File: config.mk
export PLATFORM = sky130hd
export DESIGN_NAME = pin_function_mux
export DESIGN_NICKNAME = d
export VERILOG_FILES = /design/src/logic/pin_mux_pkg.sv /design/src/logic/pin_function_mux.sv /design/src/logic/pin_sync.sv
export SDC_FILE = /design/constraint.sdc
export NUM_CORES = 1
export LEC_CHECK = 0
export BUFFER_PORTS_ARGS = -buffer_cell sky130_fd_sc_hd__buf_2
export CAP_MARGIN = 0
export CORE_ASPECT_RATIO = 0.7
export CORE_MARGIN = 2
export CORE_UTILIZATION = 41
export CTS_BUF_LIST = sky130_fd_sc_hd__clkbuf_2 sky130_fd_sc_hd__clkbuf_4 sky130_fd_sc_hd__clkbuf_8
export DETAILED_ROUTE_END_ITERATION = 6
export PLACE_DENSITY = 0.78
export SYNTH_ARGS = -nofsm -noshare
export SYNTH_HDL_FRONTEND = slang
export SYNTH_SLANG_ARGS = --single-unit
File: constraint.sdc
create_clock -name mclk -period 0.9 [get_ports mclk]
set_clock_uncertainty 0.15 [all_clocks]
set_input_delay 0.045 -clock mclk [delete_from_list [all_inputs] [get_ports mclk]]
set_output_delay 0.045 -clock mclk [all_outputs]
set_load 0.1 [all_outputs]
File: src/logic/pin_mux_pkg.sv
// Purpose: Shared constants for the Port B/C pin-function multiplexer.
// Assumes: One pin-selection field per pin, driven by the system integration unit.
// Notes:   Code zero of every field is the general-purpose function.
package pin_mux_pkg;

  // Pin positions within the pad vectors
  localparam int NUM_PINS = 8;
  localparam int PIN_B5   = 0;
  localparam int PIN_B6   = 1;
  localparam int PIN_B7   = 2;
  localparam int PIN_B10  = 3;
  localparam int PIN_B11  = 4;
  localparam int PIN_C0   = 5;
  localparam int PIN_C1   = 6;
  localparam int PIN_C2   = 7;

  // Selection field width
  localparam int SEL_W = 2;

  // Common code: general-purpose I/O
  localparam logic [1:0] SEL_GPIO = 2'h0;

  // Port B pin 5 alternates
  localparam logic [1:0] SEL_B5_TIMER = 2'h1;
  localparam logic [1:0] SEL_B5_FAULT = 2'h2;
  localparam logic [1:0] SEL_B5_EXTERNAL_CLOCK_INPUT = 2'h3;

  // Port B pin 6 alternates
  localparam logic [1:0] SEL_B6_RECEIVE = 2'h1;
  localparam logic [1:0] SEL_B6_SDA     = 2'h2;
  localparam logic [1:0] SEL_B6_EXTERNAL_CLOCK_INPUT   = 2'h3;

  // Port B pin 7 alternates
  localparam logic [1:0] SEL_B7_TRANSMIT = 2'h1;
  localparam logic [1:0] SEL_B7_SCL      = 2'h2;

  // Comparator output pins and analog Port C pins
  localparam logic [1:0] SEL_CMP_OUT = 2'h1;
  localparam logic [1:0] SEL_ANALOG  = 2'h1;

  // Idle levels presented to peripherals whose pin is not selected
  localparam logic IDLE_TIMER_IN = 1'h0;
  localparam logic IDLE_FAULT    = 1'h0;
  localparam logic IDLE_RECEIVE  = 1'h1;
  localparam logic IDLE_I2C      = 1'h1;
  localparam logic IDLE_EXTERNAL_CLOCK_INPUT    = 1'h0;

  // Clock-mode bit value that selects the external clock
  localparam logic OSC_CLOCK_SOURCE_SELECT_EXTERNAL = 1'h1;

  // Reset values
  localparam logic [7:0] RST_PIN_OUT = 8'h00;
  localparam logic [7:0] RST_PIN_OE  = 8'h00;
  localparam logic [1:0] RST_SEL     = 2'h0;

endpackage

File: src/logic/pin_function_mux.sv
// Purpose: Per-pin function multiplexer for Port B pins 5,6,7,10,11 and Port C 0..2.
// Assumes: Selections and peripheral signals are on mclk; pads are asynchronous.
// Notes:   All outputs are registered, so a change shows one edge later.
//          Pad levels reach peripherals three edges after the pin moves.
//          Unused selection codes leave the pin undriven and unrouted.
// Functional notes
// - Each GPIO pin has its own direction.
// - Reset leaves every pin in GPIO.
// - Alternates follow only the integration selection, except pin 6 clock, pin 5 clock (yields to pin 6) and pin 6 receive (yields to pin 7 single-wire).
// - Pin 6 clock needs selection and mode.
// - Analog pin 0 feeds ADC and comparator.
// - Fault alternate drives PWM fault input.
// - Single-wire makes transmit pin bidirectional.
// - Comparator A and B drive their pins.
`timescale 1ns/100ps
module pin_function_mux
  import pin_mux_pkg::*;
(
  // Clock and reset
  input  wire logic                mclk,
  input  wire logic                nrst,
  // Pads
  input  wire logic [NUM_PINS-1:0] pad_in,
  output logic      [NUM_PINS-1:0] pad_out,
  output logic      [NUM_PINS-1:0] pad_oe,
  // Selections from system_integration_unit
  input  wire logic [SEL_W-1:0]    sel_b5,
  input  wire logic [SEL_W-1:0]    sel_b6,
  input  wire logic [SEL_W-1:0]    sel_b7,
  input  wire logic [SEL_W-1:0]    sel_b10,
  input  wire logic [SEL_W-1:0]    sel_b11,
  input  wire logic [SEL_W-1:0]    sel_c0,
  input  wire logic [SEL_W-1:0]    sel_c1,
  input  wire logic [SEL_W-1:0]    sel_c2,
  // Clock_synth_unit mode bit
  input  wire logic                osc_clock_source_select,
  // General-purpose port
  input  wire logic [NUM_PINS-1:0] gpio_data_out,
  input  wire logic [NUM_PINS-1:0] gpio_dir_out,
  output logic      [NUM_PINS-1:0] gpio_data_in,
  // Timer A channel 1
  input  wire logic                timer_a_channel1_out,
  input  wire logic                timer_a_channel1_oe,
  output logic                     timer_a_channel1_in,
  // PWM fault
  output logic                     pwm_fault_in_3,
  // Serial_port_0
  input  wire logic                serial0_transmit,
  input  wire logic                serial0_single_wire,
  input  wire logic                serial0_tx_drive,
  output logic                     serial0_receive,
  // I2C open-drain lines (drive low requests)
  input  wire logic                i2c_sda_drive_low,
  input  wire logic                i2c_scl_drive_low,
  output logic                     i2c_sda_in,
  output logic                     i2c_scl_in,
  // Comparators
  input  wire logic                comparator_a_out,
  input  wire logic                comparator_b_out,
  // External clock
  output logic                     external_clock_input,
  output logic                     external_clock_active,
  // Analog switch enables
  output logic                     adc_a_channel0,
  output logic                     comparator_a_input3,
  output logic                     adc_a_channel1,
  output logic                     adc_a_channel2
);

  // Synchronised pad levels, two edges behind the pins
  logic [NUM_PINS-1:0] pin_s;

  // Pads are asynchronous, so every pad level is synchronised first
  pin_sync #(
    .WIDTH    (NUM_PINS)
  ) u_sync (
    .mclk     (mclk),
    .nrst     (nrst),
    .async_in (pad_in),
    .sync_out (pin_s)
  );

  // Code zero is GPIO on every pin, so the reset selection needs no decode
  // Per-pin general-purpose flags
  wire b5_gpio  = (sel_b5 == SEL_GPIO);
  wire b6_gpio  = (sel_b6 == SEL_GPIO);
  wire b7_gpio  = (sel_b7 == SEL_GPIO);
  wire b10_gpio = (sel_b10 == SEL_GPIO);
  wire b11_gpio = (sel_b11 == SEL_GPIO);
  wire c0_gpio  = (sel_c0 == SEL_GPIO);
  wire c1_gpio  = (sel_c1 == SEL_GPIO);
  wire c2_gpio  = (sel_c2 == SEL_GPIO);
  wire [NUM_PINS-1:0] gpio_sel = {c2_gpio, c1_gpio, c0_gpio, b11_gpio,
                                  b10_gpio, b7_gpio, b6_gpio, b5_gpio};

  wire b5_timer  = (sel_b5 == SEL_B5_TIMER);
  wire b5_fault  = (sel_b5 == SEL_B5_FAULT);
  wire b5_external_clock_input  = (sel_b5 == SEL_B5_EXTERNAL_CLOCK_INPUT);
  wire b6_rx     = (sel_b6 == SEL_B6_RECEIVE);
  wire b6_sda    = (sel_b6 == SEL_B6_SDA);
  wire b7_tx     = (sel_b7 == SEL_B7_TRANSMIT);
  wire b7_scl    = (sel_b7 == SEL_B7_SCL);
  wire b10_cmp   = (sel_b10 == SEL_CMP_OUT);
  wire b11_cmp   = (sel_b11 == SEL_CMP_OUT);
  wire c0_analog = (sel_c0 == SEL_ANALOG);
  wire c1_analog = (sel_c1 == SEL_ANALOG);
  wire c2_analog = (sel_c2 == SEL_ANALOG);

  // pin 6 clock also needs the oscillator mode bit
  wire b6_external_clock_input = (sel_b6 == SEL_B6_EXTERNAL_CLOCK_INPUT) &&
                  (osc_clock_source_select == OSC_CLOCK_SOURCE_SELECT_EXTERNAL);

  // Without single-wire the pin drives even between frames
  // single-wire lets the serial port turn the pin round
  wire tx_oe = serial0_single_wire ? serial0_tx_drive : 1'b1;

  // pin 5 drive from the selected function
  wire b5_out = b5_gpio ? gpio_data_out[PIN_B5] : timer_a_channel1_out;
  wire b5_oe  = b5_gpio ? gpio_dir_out[PIN_B5] : (b5_timer & timer_a_channel1_oe);

  // pin 6 drive; I2C only ever pulls low
  wire b6_out = b6_gpio & gpio_data_out[PIN_B6];
  wire b6_oe  = b6_gpio ? gpio_dir_out[PIN_B6] : (b6_sda & i2c_sda_drive_low);

  wire b7_out = b7_gpio ? gpio_data_out[PIN_B7] : (b7_tx & serial0_transmit);
  wire b7_oe  = b7_gpio ? gpio_dir_out[PIN_B7] :
                b7_tx   ? tx_oe : (b7_scl & i2c_scl_drive_low);

  // A selected comparator pin always drives; there is no tristate
  // comparator outputs on pins 10 and 11
  wire b10_out = b10_cmp ? comparator_a_out : gpio_data_out[PIN_B10];
  wire b10_oe  = b10_cmp | (b10_gpio & gpio_dir_out[PIN_B10]);
  wire b11_out = b11_cmp ? comparator_b_out : gpio_data_out[PIN_B11];
  wire b11_oe  = b11_cmp | (b11_gpio & gpio_dir_out[PIN_B11]);

  // Port C digital drive only in GPIO, by its own direction bit
  wire [2:0] c_out = gpio_data_out[PIN_C2:PIN_C0] & {c2_gpio, c1_gpio, c0_gpio};
  wire [2:0] c_oe  = gpio_dir_out[PIN_C2:PIN_C0] & {c2_gpio, c1_gpio, c0_gpio};

  // Reserved codes fall through to no drive at all
  // Assembled pad drive
  wire [NUM_PINS-1:0] out_d = {c_out, b11_out, b10_out, b7_out, b6_out, b5_out};
  wire [NUM_PINS-1:0] oe_d  = {c_oe, b11_oe, b10_oe, b7_oe, b6_oe, b5_oe};

  // peripheral inputs see the pin only when selected
  wire timer_d  = b5_timer ? pin_s[PIN_B5] : IDLE_TIMER_IN;
  // fault level reaches the PWM only via its alternate
  wire fault_d  = b5_fault ? pin_s[PIN_B5] : IDLE_FAULT;
  // One receive source only; B7 single-wire wins over B6 receive
  // single-wire receive comes back over the transmit pin
  wire rx_d     = (b7_tx && serial0_single_wire) ? pin_s[PIN_B7] :
                  b6_rx ? pin_s[PIN_B6] : IDLE_RECEIVE;
  wire sda_d    = b6_sda ? pin_s[PIN_B6] : IDLE_I2C;
  wire scl_d    = b7_scl ? pin_s[PIN_B7] : IDLE_I2C;
  // Pin clock is resampled on mclk, so it must stay well below mclk/2
  // pin 6 takes priority over pin 5 as clock source
  wire clk_d    = b6_external_clock_input ? pin_s[PIN_B6] :
                  b5_external_clock_input ? pin_s[PIN_B5] : IDLE_EXTERNAL_CLOCK_INPUT;
  wire clk_on_d = b6_external_clock_input | b5_external_clock_input;

  // Analog pins give no digital reading, avoiding a floating input
  wire [NUM_PINS-1:0] gin_d = pin_s & gpio_sel;

  // reset returns every pad to an undriven GPIO input
  always_ff @(posedge mclk) begin
    if (!nrst) begin
      pad_out <= RST_PIN_OUT;
      pad_oe  <= RST_PIN_OE;
    end else begin
      pad_out <= out_d;
      pad_oe  <= oe_d;
    end
  end

  // digital peripheral inputs held idle in reset
  always_ff @(posedge mclk) begin
    if (!nrst) begin
      gpio_data_in        <= '0;
      timer_a_channel1_in <= IDLE_TIMER_IN;
      pwm_fault_in_3      <= IDLE_FAULT;
      serial0_receive     <= IDLE_RECEIVE;
    end else begin
      gpio_data_in        <= gin_d;
      timer_a_channel1_in <= timer_d;
      pwm_fault_in_3      <= fault_d;
      serial0_receive     <= rx_d;
    end
  end

  // I2C lines read released, no clock in reset
  // Idle I2C level is high, so no false start follows release
  always_ff @(posedge mclk) begin
    if (!nrst) begin
      i2c_sda_in            <= IDLE_I2C;
      i2c_scl_in            <= IDLE_I2C;
      external_clock_input  <= IDLE_EXTERNAL_CLOCK_INPUT;
      external_clock_active <= 1'b0;
    end else begin
      i2c_sda_in            <= sda_d;
      i2c_scl_in            <= scl_d;
      external_clock_input  <= clk_d;
      external_clock_active <= clk_on_d;
    end
  end

  // Enables only; the analog path itself stays in the pad ring
  // analog switch enables; pin C0 feeds both ADC and comparator
  always_ff @(posedge mclk) begin
    if (!nrst) begin
      adc_a_channel0      <= 1'b0;
      comparator_a_input3 <= 1'b0;
      adc_a_channel1      <= 1'b0;
      adc_a_channel2      <= 1'b0;
    end else begin
      adc_a_channel0      <= c0_analog;
      comparator_a_input3 <= c0_analog;
      adc_a_channel1      <= c1_analog;
      adc_a_channel2      <= c2_analog;
    end
  end

endmodule

File: src/logic/pin_sync.sv
// Purpose: Two-flop synchroniser bank for the pad inputs.
// Assumes: Pad levels are asynchronous to mclk.
// Notes:   Only the second stage is visible outside.
`timescale 1ns/100ps
module pin_sync #(
  parameter int WIDTH = 8
) (
  // Clock and reset
  input  wire logic             mclk,
  input  wire logic             nrst,
  // Levels
  input  wire logic [WIDTH-1:0] async_in,
  output logic      [WIDTH-1:0] sync_out
);

  logic [WIDTH-1:0] meta_q;

  // First stage feeds only the second stage
  always_ff @(posedge mclk) begin
    if (!nrst) begin
      meta_q   <= '0;
      sync_out <= '0;
    end else begin
      meta_q   <= async_in;
      sync_out <= meta_q;
    end
  end

endmodule

# Word level (Yosys, flattened, before mapping)
# Cells that the tools add are included.
[classes]
eq_ne = 13
mux = 13
n_bitwise = 13
n_reduce_logical = 14
[op_table]
columns = ["cell", "count"]
rows = [
  ["$eq A2 B1 Y1 const B", 8],
  ["$logic_not A2 Y1", 8],
  ["$mux W1", 13],
  ["$eq A2 B2 Y1 const B", 5],
  ["$and A8 B8 Y8", 1],
  ["$reduce_and A2 Y1", 4],
  ["$and A1 B1 Y1", 7],
  ["$and A3 B3 Y3", 2],
  ["$or A1 B1 Y1", 3],
  ["$logic_and A1 B1 Y1", 2],
]
[totals]
register_bits = 50
output_inout_bits = 35
word_cells = 68

# Longest topological paths before layout
[depth]
word_depth = 4
depth_mapped = 4
depth_no_buf = 3

# Cells and area by module
# Synthesis repeated with hierarchy kept, for this count alone.
[unflattened]
cells_unflattened = 134
hier_area_um2 = 1601.5
[by_module_without_submodules]
columns = ["module", "n_inst", "cells_each", "area_per_inst_um2"]
rows = [
  ["pin_function_mux", 1, 101, 1154.9],
  ["pin_sync", 1, 33, 446.7],
]

# Least setup slack after synthesis
# Ideal clock, no wire load.
[synth_timing]
path_type = "reg-to-output"
startpoint = "register comparator_a_input3"
endpoint = "output port comparator_a_input3"
t_arrival_ns = 1.356
path_slack_ns = -0.651
path_stages_with_launch = 2
path_buffers = 1
cell_sequence = "dfxtp_1 > buf_4"
[synth_rtl]
columns = ["element", "line_no", "rtl"]
rows = [
  ["start: declaration", "pin_function_mux.sv:65", "output logic comparator_a_input3,"],
  ["start signal: assignment", "pin_function_mux.sv:216", "comparator_a_input3 <= c0_analog;"],
]
# No word-level cell between the ends.

# Worst setup path in the final report
[layout_timing]
startpoint = "input port sel_c0[0]"
endpoint = "register gpio_data_in[5]"
[layout_via]
elab_chain_len = 2
[layout_lines]
columns = ["element", "line_no", "rtl"]
rows = [
  ["start: declaration", "pin_function_mux.sv:32", "input wire logic [SEL_W-1:0] sel_c0,"],
  ["$logic_not A2 Y1", "pin_function_mux.sv:90", "wire c0_gpio = (sel_c0 == SEL_GPIO);"],
  ["$and A8 B8 Y8", "pin_function_mux.sv:162", "wire [NUM_PINS-1:0] gin_d = pin_s & gpio_sel;"],
  ["end signal: assignment", "pin_function_mux.sv:183", "gpio_data_in <= gin_d;"],
  ["end: declaration", "pin_function_mux.sv:40", "output logic [NUM_PINS-1:0] gpio_data_in,"],
]
# No other way between the ends.
# A chain may end at the register's enable or synchronous reset.

==> impl_metrics.prom <==
# TYPE chip_impl_metric gauge
chip_impl_metric{name="worstRegToRegCells",unit=""} 1
chip_impl_info{name="critical-path-slowest-cell",value="dlygate4sd3_1"} 1
chip_impl_metric{name="clkSinkCount",unit=""} 50
chip_impl_metric{name="ys_ff_latch",unit=""} 50
chip_impl_info{name="tritoncts_clock_tree",value="done"} 1
chip_impl_metric{name="clock_insertion_delay_worst_skew",unit="ns"} 0.29
chip_impl_metric{name="grt_antenna_before_repair",unit=""} 0
chip_impl_metric{name="chipHeight",unit="µm"} 55.9
chip_impl_metric{name="worst-slew-pin-transition",unit="ns"} 0.219
chip_impl_metric{name="fmaxAchievable",unit="MHz"} 957
chip_impl_metric{name="cp.arrival",unit="ns"} 1.13
chip_impl_metric{name="post-dp-hpwl",unit="µm"} 2760
chip_impl_metric{name="start_util",unit="%"} 43.7
chip_impl_info{name="r2r_end",value="i2c_sda_in"} 1
chip_impl_metric{name="numCtsBuffers",unit=""} 5
chip_impl_metric{name="max_cap_viol_count",unit=""} 0
chip_impl_metric{name="core_area",unit="µm²"} 3600
chip_impl_metric{name="port_buffers",unit=""} 86
chip_impl_info{name="setup_repair_after_global_routing_missed_its_margin",value="yes"} 1
chip_impl_info{name="worstSetupEndpointType",value="register"} 1
chip_impl_metric{name="whs",unit="ns"} -0.194
chip_impl_info{name="cts-root-buf",value="clkbuf_8"} 1
chip_impl_metric{name="cp_max_fo",unit=""} 3
chip_impl_metric{name="synthesis.area",unit="µm²"} 1580
chip_impl_metric{name="vias_after_detailed_routing",unit=""} 1430
chip_impl_metric{name="synthesis.nets",unit=""} 187
chip_impl_metric{name="setup.reg_to_reg.worst_slack",unit="ns"} -0.04
chip_impl_info{name="timing.critical_path.cells",value="buf_2 -> dlygate4sd3_1 -> nor3b_2 -> and2_1"} 1
chip_impl_metric{name="htreeDepth",unit=""} 2
chip_impl_metric{name="postSynthAreaPerCell",unit="µm²"} 11.7
chip_impl_metric{name="hold_violations",unit=""} 26
chip_impl_metric{name="number_of_core_rows",unit=""} 18
chip_impl_metric{name="grt_use_met2",unit="%"} 41.0
chip_impl_metric{name="cts-root-to-sink-buffers",unit=""} 2
chip_impl_metric{name="post-route-period-util",unit="%"} 116
chip_impl_metric{name="cp.required",unit="ns"} 0.98
chip_impl_metric{name="place.gp.congestion",unit=""} 0.689
chip_impl_metric{name="critPathMaxStageDelay",unit="ns"} 0.58
chip_impl_metric{name="final-seq-area",unit="µm²"} 1050
chip_impl_metric{name="drt-wirelength-per-cell",unit="µm"} 14.0
chip_impl_metric{name="cts.repair_timing.setup_buffer_count",unit=""} 0
chip_impl_info{name="top_usage_layer_grt",value="met2"} 1
chip_impl_metric{name="synth_top_area_share",unit="%"} 63.5
chip_impl_info{name="regToRegStartpoint",value="u_sync.sync_out[1]"} 1
chip_impl_metric{name="p_leak",unit="µW"} 0.00139
chip_impl_metric{name="hold-path-cell-count",unit=""} 2
chip_impl_info{name="ys_top_cells_by_area",value="dfxtp_1, and2_1, nor3b_1, mux2i_1, nor3b_2"} 1
chip_impl_info{name="failed_checks",value="hold timing, setup timing"} 1
chip_impl_metric{name="drv_slew",unit=""} 0
chip_impl_info{name="final_cell_mix",value="buf_2, buf_12, dfxtp_2, dlygate4sd3_1, and2_1"} 1
chip_impl_metric{name="gr-usage-met3",unit="%"} 7.79
chip_impl_info{name="worstSetupPathType",value="in -> reg"} 1
chip_impl_metric{name="report.final.setup_viol",unit=""} 48
chip_impl_info{name="timing.hold.worst_endpoint",value="pad_oe[4]"} 1
chip_impl_metric{name="grt_usage",unit="%"} 21.9
chip_impl_metric{name="insertedDiodeCount",unit=""} 0
chip_impl_metric{name="power_per_cell_area",unit="nW/µm²"} 1500
chip_impl_metric{name="synth_cells",unit=""} 135
chip_impl_metric{name="final.setup.tns",unit="ns"} -5.16
chip_impl_metric{name="remaining_global_route_overflow",unit=""} 0
chip_impl_metric{name="dr.first_iter.drc_count",unit=""} 36
chip_impl_metric{name="boundaryPins",unit=""} 87
chip_impl_metric{name="multi_input_area",unit="µm²"} 577
chip_impl_metric{name="drcViolationCount",unit=""} 0
chip_impl_metric{name="die_width",unit="µm"} 78.1
chip_impl_metric{name="drt_pass1_iterations",unit=""} 4
chip_impl_metric{name="groute.layer.met1.usage",unit="%"} 23.0
chip_impl_info{name="worstHoldPathType",value="in -> reg"} 1
chip_impl_info{name="hold_path.startpoint",value="sel_b11[1]"} 1
chip_impl_metric{name="ir_worst_vdd",unit="mV"} 1.30
chip_impl_metric{name="post_route_cells_drive_above_1_share",unit="%"} 54.7
chip_impl_metric{name="route.final.wire_length",unit="µm"} 4420
chip_impl_metric{name="clkSlewWorstSetupHoldPaths",unit="ns"} 0.09
chip_impl_metric{name="route.antenna.remaining_nets",unit=""} 0
chip_impl_info{name="final_common_cell",value="buf_2"} 1
chip_impl_metric{name="yosys_warnings",unit=""} 0
chip_impl_metric{name="fillers",unit=""} 163
chip_impl_info{name="critPathLaunch",value="sel_c0[0]"} 1
chip_impl_metric{name="fin_ws",unit="ns"} -0.145
chip_impl_metric{name="area_growth",unit="%"} 100
chip_impl_metric{name="grt_max_degree",unit=""} 16
chip_impl_info{name="run_status",value="complete, but fails checks"} 1
chip_impl_metric{name="grt_first_pass_wirelength",unit="µm"} 7470
chip_impl_metric{name="die-area",unit="µm²"} 4360
chip_impl_metric{name="synth_cell_types",unit=""} 24
chip_impl_info{name="yosys.area.top_type",value="dfxtp_1"} 1
chip_impl_metric{name="period_needed",unit="ns"} 1.05
chip_impl_metric{name="vias_per_cell",unit=""} 4.54
chip_impl_metric{name="timing.slew.headroom",unit="%"} 85.3
chip_impl_info{name="timing.critical_path.from_type",value="input pin"} 1
chip_impl_metric{name="synth.yosys.seq_area_share",unit="%"} 63.5
chip_impl_metric{name="finalNetCount",unit=""} 316
chip_impl_metric{name="number_of_global_route_vias_before_repair",unit=""} 1600
-- worst max-delay path by stage --
| stage | end | slack (ns) |
|---|---|---|
| after global placement | pad_oe[2] | -0.03 |
| after floorplan | comparator_a_input3 | -0.16 |
| after CTS | adc_a_channel0 | -0.15 |
| after detailed placement | pad_oe[2] | -0.06 |
| final | gpio_data_in[5] | -0.15 |
| after global routing | pad_out[6] | -0.17 |
-- sequential cells by signal, summed over array words and instances, names as in the netlist --
register,count
gpio_data_in,8
pad_oe,8
pad_out,8
u_sync.meta_q,8
u_sync.sync_out,8
adc_a_channel1,1
adc_a_channel2,1
comparator_a_input3,1
external_clock_active,1
external_clock_input,1
i2c_scl_in,1
i2c_sda_in,1
pwm_fault_in_3,1
serial0_receive,1
timer_a_channel1_in,1
-- what timing repair did --
item	in CTS	in global routing
pin swaps	0	9
hold endpoints to repair	42	31
hold buffers	36	8
gates resized for setup	1	8
setup endpoints to repair	38	52
-- metrics by stage --
stage	instances	total power [µW]	util (%)	area, µm²	setup WS (ns)
floorplan	135	2890	-	1630	-0.157
global placement	272	3290	74.2	2670	-0.0294
detailed placement	272	3310	74.2	2670	-0.0573
CTS	316	4720	86.9	3130	-0.149
global route	315	4920	87.5	3150	-0.174
finish	315	4740	87.5	3150	-0.145
-- cells by family (layout without fill, tap and decap cells) --
group,after synthesis,in the layout,share of synthesized area (%)
and+or+nand+nor,68,68,28.4
DFF,50,50,63.5
AOI/OAI and AO/OA,7,7,3.02
muxes,5,5,3.18
buffers and inverters,5,135,1.91
-- synth_stat cells, drive strengths merged --
| cell | n |
|---|---|
| and2 | 25 |
| o21ai | 2 |
| buf | 5 |
| o21a | 1 |
| nand2 | 5 |
| nand4b | 1 |
| nand2b | 2 |
| a21boi | 2 |
| nor3 | 2 |
| nor3b | 12 |
| o31ai | 1 |
| and3b | 3 |
| dfxtp | 50 |
| mux2i | 5 |
| nor2b | 4 |
| a21o | 1 |
| nor2 | 9 |
| nand4bb | 1 |
| or3b | 1 |
| and4bb | 2 |
| nand3 | 1 |
-- report_power, final --
part / internal, µW / switching [µW] / leakage (µW)
Combinational: 479 / 566 / 0.000921
Sequential: 2300 / 54.1 / 0.000423
Clock: 619 / 718 / 0.0000472
Total: 3400 / 1340 / 0.00139
-- worst max-delay path: cells and delay by family --
kind	cells	cell delay, ns
buffers and inverters	2	0.67
and+or+nand+nor	2	0.41
-- final cells by class --
class | instances | area share (%)
repair buffers | 127 | 43.5
flip-flops and latches | 50 | 33.2
multi-input cells | 80 | 18.3
clock buffers | 6 | 2.62
well taps | 50 | 1.98
clock inverters | 2 | 0.397
-- routing by layer --
layer / up-vias / wire length [µm]
met4: 0 / 41
li1: 700 / -
met3: 7 / 374
met5: - / 0
met1: 656 / 1710
met2: 67 / 2300
Power figures use the tool's default switching activity.
